File: src/cpg_regs.svh
// register offsets, bit positions and reset values of the code protection gate
`ifndef CPG_REGS_SVH
`define CPG_REGS_SVH

// width of the table pointer and program counter address space
`define CPG_ADDR_W 22

// protection register offsets in configuration space
`define CPG_REG_READ_GUARD_LOW           22'h300008
`define CPG_REG_BOOT_EEPROM_READ_GUARD   22'h300009
`define CPG_REG_WRITE_GUARD_LOW          22'h30000A
`define CPG_REG_BOOT_EEPROM_CFG_WR_GUARD 22'h30000B
`define CPG_REG_CROSS_READ_GUARD_LOW     22'h30000C
`define CPG_REG_BOOT_CROSS_READ_GUARD    22'h30000D

// user identification bytes and device identification word
`define CPG_ID_FIRST        22'h200000
`define CPG_ID_LAST         22'h200007
`define CPG_DEVID_LOW_ADDR  22'h3FFFFE
`define CPG_DEVID_HIGH_ADDR 22'h3FFFFF

// bit positions inside the protection registers
`define CPG_BIT_BLK0       0
`define CPG_BIT_BLK1       1
`define CPG_BIT_BOOT       6
`define CPG_BIT_EEPROM     7
`define CPG_BIT_CFG_WRITE  5

// erased values and region size limit
`define CPG_LOCK_ERASED     1'b1
`define CPG_ID_ERASED       8'hFF
`define CPG_BYTE_ZERO       8'h00
`define CPG_BOOT_MAX_BYTES  2048
`define CPG_ALL_REGIONS     3'h7

`endif

File: src/cpg_pkg.sv
// types shared by the code protection gate modules
package cpg_pkg;

  typedef logic [21:0] cpg_addr_t;
  typedef logic [7:0]  cpg_byte_t;

  // program memory protection regions, also the index into the lock vectors
  typedef enum logic [1:0] {
    CPG_RGN_BOOT = 2'h0,
    CPG_RGN_BLK0 = 2'h1,
    CPG_RGN_BLK1 = 2'h2,
    CPG_RGN_NONE = 2'h3
  } cpg_region_e;

  // access sequencer, one-hot
  typedef enum logic [3:0] {
    CPG_ST_IDLE    = 4'h1,
    CPG_ST_ISSUE   = 4'h2,
    CPG_ST_CAPTURE = 4'h4,
    CPG_ST_DONE    = 4'h8
  } cpg_state_e;

  // what a table access lands on
  typedef enum logic [2:0] {
    CPG_TGT_PROG  = 3'h0,
    CPG_TGT_EE    = 3'h1,
    CPG_TGT_CFG   = 3'h2,
    CPG_TGT_ID    = 3'h3,
    CPG_TGT_DEVID = 3'h4,
    CPG_TGT_NONE  = 3'h5
  } cpg_target_e;

endpackage

File: src/cpg_region_if.sv
// address to region lookup carried between the gate and its decoder
`timescale 1ns/100ps
interface cpg_region_if;
  cpg_pkg::cpg_addr_t   target_addr;
  cpg_pkg::cpg_addr_t   pc_addr;
  cpg_pkg::cpg_region_e target_rgn;
  cpg_pkg::cpg_region_e pc_rgn;

  modport decoder (input target_addr, input pc_addr, output target_rgn, output pc_rgn);
  modport user (output target_addr, output pc_addr, input target_rgn, input pc_rgn);
endinterface

File: src/cpg_gate.sv
// code protection gate for table and programmer accesses
//
// Overview of operation
// - program memory splits into boot region up to 2 Kbytes and two binary blocks
// - each region has external lock, write lock and cross-region read lock
// - external lock ignores processor accesses but blocks programmer reads and writes
// - write lock at zero refuses table writes into that region
// - cross-read lock at zero still lets reads from inside the region through
// - cross-read lock at zero refuses reads from outside, table latch gets zero
// - protection bits only clear through writes; writing one to zero does nothing
// - only reset or a programmer chip or block erase sets protection bits back to one
// - eeprom external lock blocks all programmer reads and writes of eeprom
// - eeprom write lock blocks every eeprom write from processor or programmer
// - processor may always read eeprom whatever the protection settings
// - config write lock guards config registers; processor cannot change it
// - table access reaches program memory, config registers and device id word
// - eight id bytes at 200000h-200007h are read and written by table access
// - id bytes stay readable while code protection is active
`timescale 1ns/100ps
`include "cpg_regs.svh"
module cpg_gate #(
  parameter int unsigned     MEM_BYTES   = 8192,
  parameter int unsigned     BOOT_BYTES  = 2048,
  parameter cpg_pkg::cpg_byte_t DEVID_LOW  = 8'h00, // arbitrary value
  parameter cpg_pkg::cpg_byte_t DEVID_HIGH = 8'h00  // arbitrary value
) (
  input  wire logic               clk,
  input  wire logic               nrst,
  // processor table access port
  input  wire logic               core_req,
  input  wire logic               core_wr,
  input  wire logic               core_ee,
  input  wire cpg_pkg::cpg_addr_t table_pointer,
  input  wire cpg_pkg::cpg_addr_t core_pc,
  input  wire cpg_pkg::cpg_byte_t core_wdata,
  output logic                    core_done,
  output logic                    core_refused,
  // external programmer port
  input  wire logic               prog_req,
  input  wire logic               prog_wr,
  input  wire logic               prog_ee,
  input  wire cpg_pkg::cpg_addr_t prog_addr,
  input  wire cpg_pkg::cpg_byte_t prog_wdata,
  input  wire logic               prog_chip_erase,
  input  wire logic               prog_block_erase,
  input  wire cpg_pkg::cpg_region_e prog_erase_sel,
  output logic                    prog_done,
  output logic                    prog_refused,
  // shared read result
  output cpg_pkg::cpg_byte_t      table_latch,
  // program memory and data eeprom side
  output logic                    mem_rd,
  output logic                    mem_wr,
  output logic                    ee_rd,
  output logic                    ee_wr,
  output cpg_pkg::cpg_addr_t      nvm_addr,
  output cpg_pkg::cpg_byte_t      nvm_wdata,
  input  wire cpg_pkg::cpg_byte_t mem_rdata,
  input  wire cpg_pkg::cpg_byte_t ee_rdata,
  output logic                    erase_strobe,
  output logic [2:0]              erase_regions,
  output logic                    erase_eeprom
);
  import cpg_pkg::*;

  // protection bits; the three region vectors are indexed by region, eeprom and config bits are single
  logic [2:0]  region_external_lock;
  logic [2:0]  region_write_lock;
  logic [2:0]  region_cross_read_lock;
  logic        eeprom_external_lock;
  logic        eeprom_write_lock;
  logic        config_write_lock;

  // sequencer and the request held for it
  cpg_state_e  state;
  cpg_state_e  next_state;
  logic        cur_src_prog;
  logic        cur_wr;
  logic        cur_ok;
  cpg_target_e cur_tgt;
  cpg_addr_t   cur_addr;

  // selected request, decided in the cycle it is taken
  logic        accept;
  logic        sel_prog;
  logic        sel_wr;
  logic        sel_ee;
  cpg_addr_t   sel_addr;
  cpg_byte_t   sel_wdata;
  cpg_target_e next_tgt;
  logic        next_ok;
  cpg_region_e tr;
  cpg_region_e pr;
  logic        cfg_wr_en;

  logic [2:0]  next_ext;
  logic [2:0]  next_wrl;
  logic [2:0]  next_xrd;
  logic        next_ee_ext;
  logic        next_ee_wrl;
  logic        next_cfg_wrl;

  cpg_byte_t   id_rdata;
  cpg_byte_t   rd_value;

  cpg_region_if rif ();

  cpg_region_decode #(
    .MEM_BYTES  (MEM_BYTES),
    .BOOT_BYTES (BOOT_BYTES)
  ) u_decode (
    .rif (rif)
  );

  // processor wins when both ask in the same cycle
  assign accept    = (state == CPG_ST_IDLE) && (core_req || prog_req);
  assign sel_prog  = !core_req;
  assign sel_wr    = sel_prog ? prog_wr    : core_wr;
  assign sel_ee    = sel_prog ? prog_ee    : core_ee;
  assign sel_addr  = sel_prog ? prog_addr  : table_pointer;
  assign sel_wdata = sel_prog ? prog_wdata : core_wdata;

  assign rif.target_addr = sel_addr;
  assign rif.pc_addr     = core_pc;
  assign tr              = rif.target_rgn;
  assign pr              = rif.pc_rgn;

  // classify the target of the selected request
  always_comb begin
    next_tgt = CPG_TGT_NONE;
    if (sel_ee) begin
      next_tgt = CPG_TGT_EE;
    end else if (tr != CPG_RGN_NONE) begin
      next_tgt = CPG_TGT_PROG;
    end else if ((sel_addr >= `CPG_REG_READ_GUARD_LOW) && (sel_addr <= `CPG_REG_BOOT_CROSS_READ_GUARD)) begin
      next_tgt = CPG_TGT_CFG;
    end else if ((sel_addr >= `CPG_ID_FIRST) && (sel_addr <= `CPG_ID_LAST)) begin
      next_tgt = CPG_TGT_ID;
    end else if ((sel_addr == `CPG_DEVID_LOW_ADDR) || (sel_addr == `CPG_DEVID_HIGH_ADDR)) begin
      next_tgt = CPG_TGT_DEVID;
    end
  end

  // permission check; the region index is only used when the target is in program memory
  always_comb begin
    next_ok = 1'b0;
    case (next_tgt)
      CPG_TGT_PROG: begin
        if (sel_prog) begin
          next_ok = region_external_lock[tr] && (!sel_wr || region_write_lock[tr]);
        end else if (sel_wr) begin
          next_ok = region_write_lock[tr];
        end else begin
          next_ok = region_cross_read_lock[tr] || (tr == pr);
        end
      end
      CPG_TGT_EE: begin
        if (sel_prog) begin
          next_ok = eeprom_external_lock && (!sel_wr || eeprom_write_lock);
        end else begin
          next_ok = !sel_wr || eeprom_write_lock;
        end
      end
      CPG_TGT_CFG: begin
        next_ok = !sel_wr || config_write_lock;
      end
      CPG_TGT_ID: begin
        next_ok = 1'b1;
      end
      default: begin
        // device id and holes are read-only, holes read as zero
        next_ok = !sel_wr;
      end
    endcase
  end

  assign cfg_wr_en = accept && (next_tgt == CPG_TGT_CFG) && sel_wr && next_ok;

  // writes can only clear bits; the processor never touches the config write lock
  always_comb begin
    next_ext     = region_external_lock;
    next_wrl     = region_write_lock;
    next_xrd     = region_cross_read_lock;
    next_ee_ext  = eeprom_external_lock;
    next_ee_wrl  = eeprom_write_lock;
    next_cfg_wrl = config_write_lock;
    if (cfg_wr_en) begin
      case (sel_addr)
        `CPG_REG_READ_GUARD_LOW: begin
          next_ext[CPG_RGN_BLK0] = region_external_lock[CPG_RGN_BLK0] & sel_wdata[`CPG_BIT_BLK0];
          next_ext[CPG_RGN_BLK1] = region_external_lock[CPG_RGN_BLK1] & sel_wdata[`CPG_BIT_BLK1];
        end
        `CPG_REG_BOOT_EEPROM_READ_GUARD: begin
          next_ext[CPG_RGN_BOOT] = region_external_lock[CPG_RGN_BOOT] & sel_wdata[`CPG_BIT_BOOT];
          next_ee_ext = eeprom_external_lock & sel_wdata[`CPG_BIT_EEPROM];
        end
        `CPG_REG_WRITE_GUARD_LOW: begin
          next_wrl[CPG_RGN_BLK0] = region_write_lock[CPG_RGN_BLK0] & sel_wdata[`CPG_BIT_BLK0];
          next_wrl[CPG_RGN_BLK1] = region_write_lock[CPG_RGN_BLK1] & sel_wdata[`CPG_BIT_BLK1];
        end
        `CPG_REG_BOOT_EEPROM_CFG_WR_GUARD: begin
          next_wrl[CPG_RGN_BOOT] = region_write_lock[CPG_RGN_BOOT] & sel_wdata[`CPG_BIT_BOOT];
          next_ee_wrl = eeprom_write_lock & sel_wdata[`CPG_BIT_EEPROM];
          if (sel_prog) begin
            next_cfg_wrl = config_write_lock & sel_wdata[`CPG_BIT_CFG_WRITE];
          end
        end
        `CPG_REG_CROSS_READ_GUARD_LOW: begin
          next_xrd[CPG_RGN_BLK0] = region_cross_read_lock[CPG_RGN_BLK0] & sel_wdata[`CPG_BIT_BLK0];
          next_xrd[CPG_RGN_BLK1] = region_cross_read_lock[CPG_RGN_BLK1] & sel_wdata[`CPG_BIT_BLK1];
        end
        `CPG_REG_BOOT_CROSS_READ_GUARD: begin
          next_xrd[CPG_RGN_BOOT] = region_cross_read_lock[CPG_RGN_BOOT] & sel_wdata[`CPG_BIT_BOOT];
        end
        default: begin
          next_ext = region_external_lock;
        end
      endcase
    end
    // erase sets bits back to one and wins over a clearing write in the same cycle
    if (prog_chip_erase) begin
      next_ext     = `CPG_ALL_REGIONS;
      next_wrl     = `CPG_ALL_REGIONS;
      next_xrd     = `CPG_ALL_REGIONS;
      next_ee_ext  = `CPG_LOCK_ERASED;
      next_ee_wrl  = `CPG_LOCK_ERASED;
      next_cfg_wrl = `CPG_LOCK_ERASED;
    end else if (prog_block_erase && (prog_erase_sel != CPG_RGN_NONE)) begin
      next_ext[prog_erase_sel] = `CPG_LOCK_ERASED;
      next_wrl[prog_erase_sel] = `CPG_LOCK_ERASED;
      next_xrd[prog_erase_sel] = `CPG_LOCK_ERASED;
    end
  end

  // protection bits; reset leaves a blank, unprotected part
  always_ff @(posedge clk or negedge nrst) begin
    if (!nrst) begin
      region_external_lock   <= `CPG_ALL_REGIONS;
      region_write_lock      <= `CPG_ALL_REGIONS;
      region_cross_read_lock <= `CPG_ALL_REGIONS;
      eeprom_external_lock   <= `CPG_LOCK_ERASED;
      eeprom_write_lock      <= `CPG_LOCK_ERASED;
      config_write_lock      <= `CPG_LOCK_ERASED;
    end else begin
      region_external_lock   <= next_ext;
      region_write_lock      <= next_wrl;
      region_cross_read_lock <= next_xrd;
      eeprom_external_lock   <= next_ee_ext;
      eeprom_write_lock      <= next_ee_wrl;
      config_write_lock      <= next_cfg_wrl;
    end
  end

  // erase command to the array, only the programmer can start one
  always_ff @(posedge clk or negedge nrst) begin
    if (!nrst) begin
      erase_strobe  <= 1'b0;
      erase_regions <= '0;
      erase_eeprom  <= 1'b0;
    end else begin
      erase_strobe  <= prog_chip_erase || (prog_block_erase && (prog_erase_sel != CPG_RGN_NONE));
      erase_eeprom  <= prog_chip_erase;
      if (prog_chip_erase) begin
        erase_regions <= `CPG_ALL_REGIONS;
      end else if (prog_block_erase && (prog_erase_sel != CPG_RGN_NONE)) begin
        erase_regions <= 3'(1 << prog_erase_sel);
      end else begin
        erase_regions <= '0;
      end
    end
  end

  // fixed four cycle sequence: take, issue, capture, done
  always_comb begin
    case (state)
      CPG_ST_IDLE:    next_state = accept ? CPG_ST_ISSUE : CPG_ST_IDLE;
      CPG_ST_ISSUE:   next_state = CPG_ST_CAPTURE;
      CPG_ST_CAPTURE: next_state = CPG_ST_DONE;
      CPG_ST_DONE:    next_state = CPG_ST_IDLE;
      default:        next_state = CPG_ST_IDLE;
    endcase
  end

  always_ff @(posedge clk or negedge nrst) begin
    if (!nrst) begin
      state <= CPG_ST_IDLE;
    end else begin
      state <= next_state;
    end
  end

  // hold the decided request for the rest of the sequence
  always_ff @(posedge clk or negedge nrst) begin
    if (!nrst) begin
      cur_src_prog <= 1'b0;
      cur_wr       <= 1'b0;
      cur_ok       <= 1'b0;
      cur_tgt      <= CPG_TGT_NONE;
      cur_addr     <= '0;
    end else if (accept) begin
      cur_src_prog <= sel_prog;
      cur_wr       <= sel_wr;
      cur_ok       <= next_ok;
      cur_tgt      <= next_tgt;
      cur_addr     <= sel_addr;
    end
  end

  // array strobes are one-cycle pulses, and only for permitted accesses
  always_ff @(posedge clk or negedge nrst) begin
    if (!nrst) begin
      mem_rd    <= 1'b0;
      mem_wr    <= 1'b0;
      ee_rd     <= 1'b0;
      ee_wr     <= 1'b0;
      nvm_addr  <= '0;
      nvm_wdata <= '0;
    end else begin
      mem_rd <= accept && next_ok && (next_tgt == CPG_TGT_PROG) && !sel_wr;
      mem_wr <= accept && next_ok && (next_tgt == CPG_TGT_PROG) && sel_wr;
      ee_rd  <= accept && next_ok && (next_tgt == CPG_TGT_EE) && !sel_wr;
      ee_wr  <= accept && next_ok && (next_tgt == CPG_TGT_EE) && sel_wr;
      if (accept) begin
        nvm_addr  <= sel_addr;
        nvm_wdata <= sel_wdata;
      end
    end
  end

  cpg_id_mem #(
    .DEPTH (8),
    .WIDTH (8)
  ) u_id_mem (
    .clk   (clk),
    .nrst  (nrst),
    .wr_en (accept && (next_tgt == CPG_TGT_ID) && sel_wr),
    .rd_en (accept && (next_tgt == CPG_TGT_ID) && !sel_wr),
    .index (sel_addr[2:0]),
    .wdata (sel_wdata),
    .rdata (id_rdata)
  );

  // read value of the held request; unused bits of guard registers read zero
  always_comb begin
    rd_value = `CPG_BYTE_ZERO;
    case (cur_tgt)
      CPG_TGT_PROG: rd_value = mem_rdata;
      CPG_TGT_EE:   rd_value = ee_rdata;
      CPG_TGT_ID:   rd_value = id_rdata;
      CPG_TGT_DEVID: rd_value = (cur_addr == `CPG_DEVID_HIGH_ADDR) ? DEVID_HIGH : DEVID_LOW;
      CPG_TGT_CFG: begin
        case (cur_addr)
          `CPG_REG_READ_GUARD_LOW: begin
            rd_value[`CPG_BIT_BLK0] = region_external_lock[CPG_RGN_BLK0];
            rd_value[`CPG_BIT_BLK1] = region_external_lock[CPG_RGN_BLK1];
          end
          `CPG_REG_BOOT_EEPROM_READ_GUARD: begin
            rd_value[`CPG_BIT_BOOT]   = region_external_lock[CPG_RGN_BOOT];
            rd_value[`CPG_BIT_EEPROM] = eeprom_external_lock;
          end
          `CPG_REG_WRITE_GUARD_LOW: begin
            rd_value[`CPG_BIT_BLK0] = region_write_lock[CPG_RGN_BLK0];
            rd_value[`CPG_BIT_BLK1] = region_write_lock[CPG_RGN_BLK1];
          end
          `CPG_REG_BOOT_EEPROM_CFG_WR_GUARD: begin
            rd_value[`CPG_BIT_BOOT]      = region_write_lock[CPG_RGN_BOOT];
            rd_value[`CPG_BIT_EEPROM]    = eeprom_write_lock;
            rd_value[`CPG_BIT_CFG_WRITE] = config_write_lock;
          end
          `CPG_REG_CROSS_READ_GUARD_LOW: begin
            rd_value[`CPG_BIT_BLK0] = region_cross_read_lock[CPG_RGN_BLK0];
            rd_value[`CPG_BIT_BLK1] = region_cross_read_lock[CPG_RGN_BLK1];
          end
          `CPG_REG_BOOT_CROSS_READ_GUARD: begin
            rd_value[`CPG_BIT_BOOT] = region_cross_read_lock[CPG_RGN_BOOT];
          end
          default: rd_value = `CPG_BYTE_ZERO;
        endcase
      end
      default: rd_value = `CPG_BYTE_ZERO;
    endcase
  end

  // latch loads on reads only; a refused read loads zero so nothing leaks
  always_ff @(posedge clk or negedge nrst) begin
    if (!nrst) begin
      table_latch <= `CPG_BYTE_ZERO;
    end else if ((state == CPG_ST_CAPTURE) && !cur_wr) begin
      table_latch <= cur_ok ? rd_value : `CPG_BYTE_ZERO;
    end
  end

  // completion pulses go back to whoever asked
  always_ff @(posedge clk or negedge nrst) begin
    if (!nrst) begin
      core_done    <= 1'b0;
      core_refused <= 1'b0;
      prog_done    <= 1'b0;
      prog_refused <= 1'b0;
    end else begin
      core_done    <= (state == CPG_ST_CAPTURE) && !cur_src_prog;
      core_refused <= (state == CPG_ST_CAPTURE) && !cur_src_prog && !cur_ok;
      prog_done    <= (state == CPG_ST_CAPTURE) && cur_src_prog;
      prog_refused <= (state == CPG_ST_CAPTURE) && cur_src_prog && !cur_ok;
    end
  end

endmodule // cpg_gate

File: src/cpg_region_decode.sv
// combinational decode of target and program counter addresses into regions
`timescale 1ns/100ps
`include "cpg_regs.svh"
module cpg_region_decode #(
  parameter int unsigned MEM_BYTES  = 8192,
  parameter int unsigned BOOT_BYTES = 2048
) (
  cpg_region_if.decoder rif
);
  import cpg_pkg::*;

  // boot region is clamped to its largest legal size
  localparam int unsigned BOOT_EFF = (BOOT_BYTES > `CPG_BOOT_MAX_BYTES) ? `CPG_BOOT_MAX_BYTES : BOOT_BYTES;
  localparam cpg_addr_t BOOT_LIMIT = cpg_addr_t'(BOOT_EFF);
  localparam cpg_addr_t BLK1_BASE  = cpg_addr_t'(MEM_BYTES / 2);
  localparam cpg_addr_t MEM_LIMIT  = cpg_addr_t'(MEM_BYTES);

  // upper block starts at the binary half of memory, block 0 fills the gap
  function automatic cpg_region_e region_of(input cpg_addr_t a);
    cpg_region_e r;
    r = CPG_RGN_NONE;
    if (a < BOOT_LIMIT) begin
      r = CPG_RGN_BOOT;
    end else if (a < BLK1_BASE) begin
      r = CPG_RGN_BLK0;
    end else if (a < MEM_LIMIT) begin
      r = CPG_RGN_BLK1;
    end
    return r;
  endfunction

  // both lookups run in parallel for every request
  assign rif.target_rgn = region_of(rif.target_addr);
  assign rif.pc_rgn     = region_of(rif.pc_addr);

endmodule // cpg_region_decode

File: src/cpg_id_mem.sv
// user identification byte store with registered read data
`timescale 1ns/100ps
`include "cpg_regs.svh"
module cpg_id_mem #(
  parameter int unsigned DEPTH = 8,
  parameter int unsigned WIDTH = 8
) (
  input  wire logic                     clk,
  input  wire logic                     nrst,
  input  wire logic                     wr_en,
  input  wire logic                     rd_en,
  input  wire logic [$clog2(DEPTH)-1:0] index,
  input  wire logic [WIDTH-1:0]         wdata,
  output logic      [WIDTH-1:0]         rdata
);

  logic [WIDTH-1:0] cells [DEPTH];

  // one storage cell per entry, erased state after reset
  for (genvar i = 0; i < DEPTH; i++) begin : g_cell
    always_ff @(posedge clk or negedge nrst) begin
      if (!nrst) begin
        cells[i] <= WIDTH'(`CPG_ID_ERASED);
      end else if (wr_en && (index == i)) begin
        cells[i] <= wdata;
      end
    end
  end

  // read port is registered, data valid the cycle after rd_en
  always_ff @(posedge clk or negedge nrst) begin
    if (!nrst) begin
      rdata <= '0;
    end else if (rd_en) begin
      rdata <= cells[index];
    end
  end

endmodule // cpg_id_mem

File: config.mk
export PLATFORM = sky130hd
export DESIGN_NAME = cpg_gate
export DESIGN_NICKNAME = d
export VERILOG_FILES = /design/src/cpg_pkg.sv /design/src/cpg_region_if.sv /design/src/cpg_gate.sv /design/src/cpg_region_decode.sv /design/src/cpg_id_mem.sv
export VERILOG_INCLUDE_DIRS = /design/src
export SDC_FILE = /design/constraint.sdc
export NUM_CORES = 1
export LEC_CHECK = 0
export BUFFER_PORTS_ARGS = -buffer_cell sky130_fd_sc_hd__buf_2
export CAP_MARGIN = 5
export CELL_PAD_IN_SITES_DETAIL_PLACEMENT = 1
export CELL_PAD_IN_SITES_GLOBAL_PLACEMENT = 1
export CORE_MARGIN = 1
export CORE_UTILIZATION = 45
export DETAILED_ROUTE_END_ITERATION = 16
export PLACE_DENSITY = 0.83
export RECOVER_POWER = 25
export SLEW_MARGIN = 20
export SYNTH_ARGS = -nofsm -noshare
export SYNTH_HDL_FRONTEND = slang
export SYNTH_SLANG_ARGS = --single-unit
export TNS_END_PERCENT = 50
File: constraint.sdc
create_clock -name clk -period 7.8 [get_ports clk]
set_clock_uncertainty 0.05 [all_clocks]
set_input_delay 0.39 -clock clk [delete_from_list [all_inputs] [get_ports clk]]
set_output_delay 0.39 -clock clk [all_outputs]
set_load 0.005 [all_outputs]
==> out/metrics.yaml <==
cap_violations: 1
gp_congestion: 0.8543
slew_headroom_pct: -103.9
cts_sinks: 145
fin_util_pct: 55.62
placedCellCount: 1069
grt_max_degree: 92
synth_most_common_cell: "nand2_1"
syn_avg_cell_area_sq_um: 10.16
final-setup-viol-count: 0
die_w_microns: 131.1
fin_crit_sh_pct: 51.07
dr.pass1.iters: 5
synth_warnings: 0
synth-main-ff-cell: "dfstp_2"
yosys-top-cells-count: "154 x nand2_1, 79 x dfstp_2, 75 x mux2_2"
hold-path-endpoint: "erase_strobe$_DFF_PN0_"
syn_nets: 848
total_power_mw: 2.216
grt.overflow.total: 0
setup_tns_ns: 0
fin_nets: 983
ios: 161
p_clk_share_pct: 32.9
cts_buffers: 17
drtAntennaViolNets: 0
drc_errors: 0
critPathKind: "flop to flop"
antenna_found_initial: 2
synth_area_leaders: "dfstp_2 28%, dfrtp_1 22%, mux2_2 11%"
ir_worst_vdd_uv: 202.3
grt_usage_pct: 28.34
end_kind: "flop"
slowest_stage: "nor3_2"
grt_setup_unrepaired: "false"
finalHoldViolations: 0
synth_edf_count: 0
crit_arrival_ns: 4.28
ys_seq_area_share_pct: 49.72
ys_types: 55
combPwrFrac_pct: 23.1
ff2ff_setup_slack_ns: 3.82
worst-path-buf-inv: 2
drt_iter0_markers: 397
startpoint_type: "flop"
fmax_ghz: 0.2511
initial_core_util_pct: 46.68
p_per_area_mw_per_mm2: 248.2
p_leak_nw: 3.958
cp.depth: 9
portBuffers: 149
r2r-end: "u_id_mem.cells[18]$_DFFE_PN1P_"
routed_wl_microns: 23050
min_path_type: "input port to flop"
p_int_mw: 1.473
swShare_pct: 33.54
post_cts_buffers: 0
insertion_delay_ns: 0.42
r2r.worst_path.cells: 9
final_cell_count_no_fill: 1104
path_delay_family: "simple AND/OR/NAND/NOR gates"
cts.htree.levels: 4
wl_per_cell_microns: 20.88
cts_tree: "built"
area_delta_synth_final_pct: 19.15
syn_area_sq_mm: 0.007496
drive_gt1_share_pct: 39.62
cts_buffer_depth: 2
yosysTopAreaCellShare_pct: 27.69
required_ns: 8.10
yosysTopAreaCell: "dfstp_2"
outcome: "complete, but fails checks"
die-area_sq_mm: 0.01718
vias: 6323
critPathMaxFanout: 62
r2r-start: "state[0]$_DFF_PN1_"
p_seq_share_pct: 44.0
rows: 46
async_flop_share_pct: 100.0
slew_violations: 56
path_cells: "nor4b_1 > o21ai_4 > buf_4 > inv_1 > nand2_1 > nor2_1 > nand4b_4 > nor3_2 > mux2_2"
min_from: "prog_block_erase"
layout_min_cycle_time_ns: 3.983
core_area_sq_mm: 0.01606
die_h_microns: 131.1
dpl-instance-area_sq_mm: 0.008423
worst_pin_slew_ns: 3.059
grt_pass1_wl_microns: 36010
grt_pass1_vias: 6751
ys_seq_elements: 145
p_switching_mw: 0.7433
cts.clk_slew.worst_paths_ns: 0.06
cpPeakStageDelay_ns: 0.73
hold_depth: 2
cts-root-buf: "clkbuf_16"
detailed_place_hpwl_microns: 16330
viasPerCell: 5.727
final_cell_area_sq_mm: 0.008931
netlist_instances: 738
violations: "capacitance limit, slew limit"
## sequential cells by signal, indices dropped and copies added, names as in the netlist, 3 cells and up
name / count
state: 4
u_id_mem.rdata: 8
erase_regions: 3
table_latch: 8
region_cross_read_lock: 3
region_write_lock: 3
nvm_wdata: 8
region_external_lock: 3
nvm_addr: 22
u_id_mem.cells: 64
cur_tgt: 3
## cells by family (layout without fill, tap and decap cells)
family	Yosys count	after routing	synth area share, %
flip-flops	145	145	49.72
multiplexers	115	115	17.68
AND/OR/NAND/NOR	329	329	21.50
AO/OA/AOI/OAI	103	103	8.346
buffers and inverters	45	193	2.637
other	0	2	0
XOR/XNOR	1	1	0.1169
## power by group through the flow
| stage | logic, mW | clock network [mW] | registers (mW) |
|---|---|---|---|
| final | 0.512 | 0.730 | 0.974 |
| after global placement | 0.487 | 0 | 0.974 |
| after detailed placement | 0.517 | 0 | 0.984 |
| after floorplan | 0.262 | 0 | 0.968 |
| after global routing | 0.579 | 0.768 | 0.987 |
| after CTS | 0.523 | 0.742 | 0.974 |
## cell type report
class	instances	area (sq um)
Multi-Input combinational cell	548	3610
Inverter	5	18.77
Fill cell	1836	7127
Antenna cell	2	5.005
Clock inverter	14	91.34
Timing Repair Buffer	156	779.5
Tap cell	216	270.3
Sequential cell	145	3727
Clock buffer	18	429.2
## per-layer routing
layer / vias up / GRT usage [%] / wire (microns)
li1: 2897 / - / -
met1: 3209 / 32.77 / 9220
met2: 181 / 51.85 / 12280
met3: 36 / 4.748 / 994
met4: 0 / 11.70 / 551
met5: - / 0 / 0
## worst max path at each step
stage / from / endpoint / slack [ns]
finish: state[0]$_DFF_PN1_ / u_id_mem.cells[18]$_DFFE_PN1P_ / 3.82
global route: state[0]$_DFF_PN1_ / u_id_mem.cells[20]$_DFFE_PN1P_ / 3.55
CTS: state[0]$_DFF_PN1_ / u_id_mem.cells[18]$_DFFE_PN1P_ / 3.76
detailed placement: core_req / u_id_mem.cells[23]$_DFFE_PN1P_ / 3.67
global placement: core_req / u_id_mem.cells[28]$_DFFE_PN1P_ / 3.87
floorplan: core_req / u_id_mem.cells[0]$_DFFE_PN1P_ / 4.89
## per-stage QoR
step	hold slack, ns	setup slack [ns]
final	0.1551	3.817
after detailed placement	0.3275	3.671
after global routing	0.1619	3.555
after global placement	0.3118	3.873
after floorplan	0.04441	4.885
after CTS	0.1242	3.764
## timing repair
| action | in CTS | in global routing |
|---|---|---|
| hold buffers | 1 | 0 |
| gates resized for setup | 0 | 0 |
| hold endpoints to repair | 51 | 0 |
## placed cells by master (no fill, tap or decap), types with 5 or more instances in the layout
master      synthesis  routed
a21oi_1            17      16
a22oi_1             6       6
a31oi_1            10      10
buf_2               5     129
buf_4               0       5
clkbuf_1           30      21
clkbuf_16           0      17
clkinvlp_4          0       5
dfrtp_1            66      66
dfstp_2            79      79
inv_1               5       5
mux2_2             75      75
mux2_4             16      16
mux2i_1            24      22
nand2_1           154     154
nand2b_1            6       6
nand3_1            48      48
nand4_1             7       7
nor2_1             39      39
nor2b_1            11      11
nor3_1             11      11
nor3_2              7       7
nor4_1             13      13
nor4b_1             5       5
o21ai_0            44      44
Power figures use the tool's default switching activity.
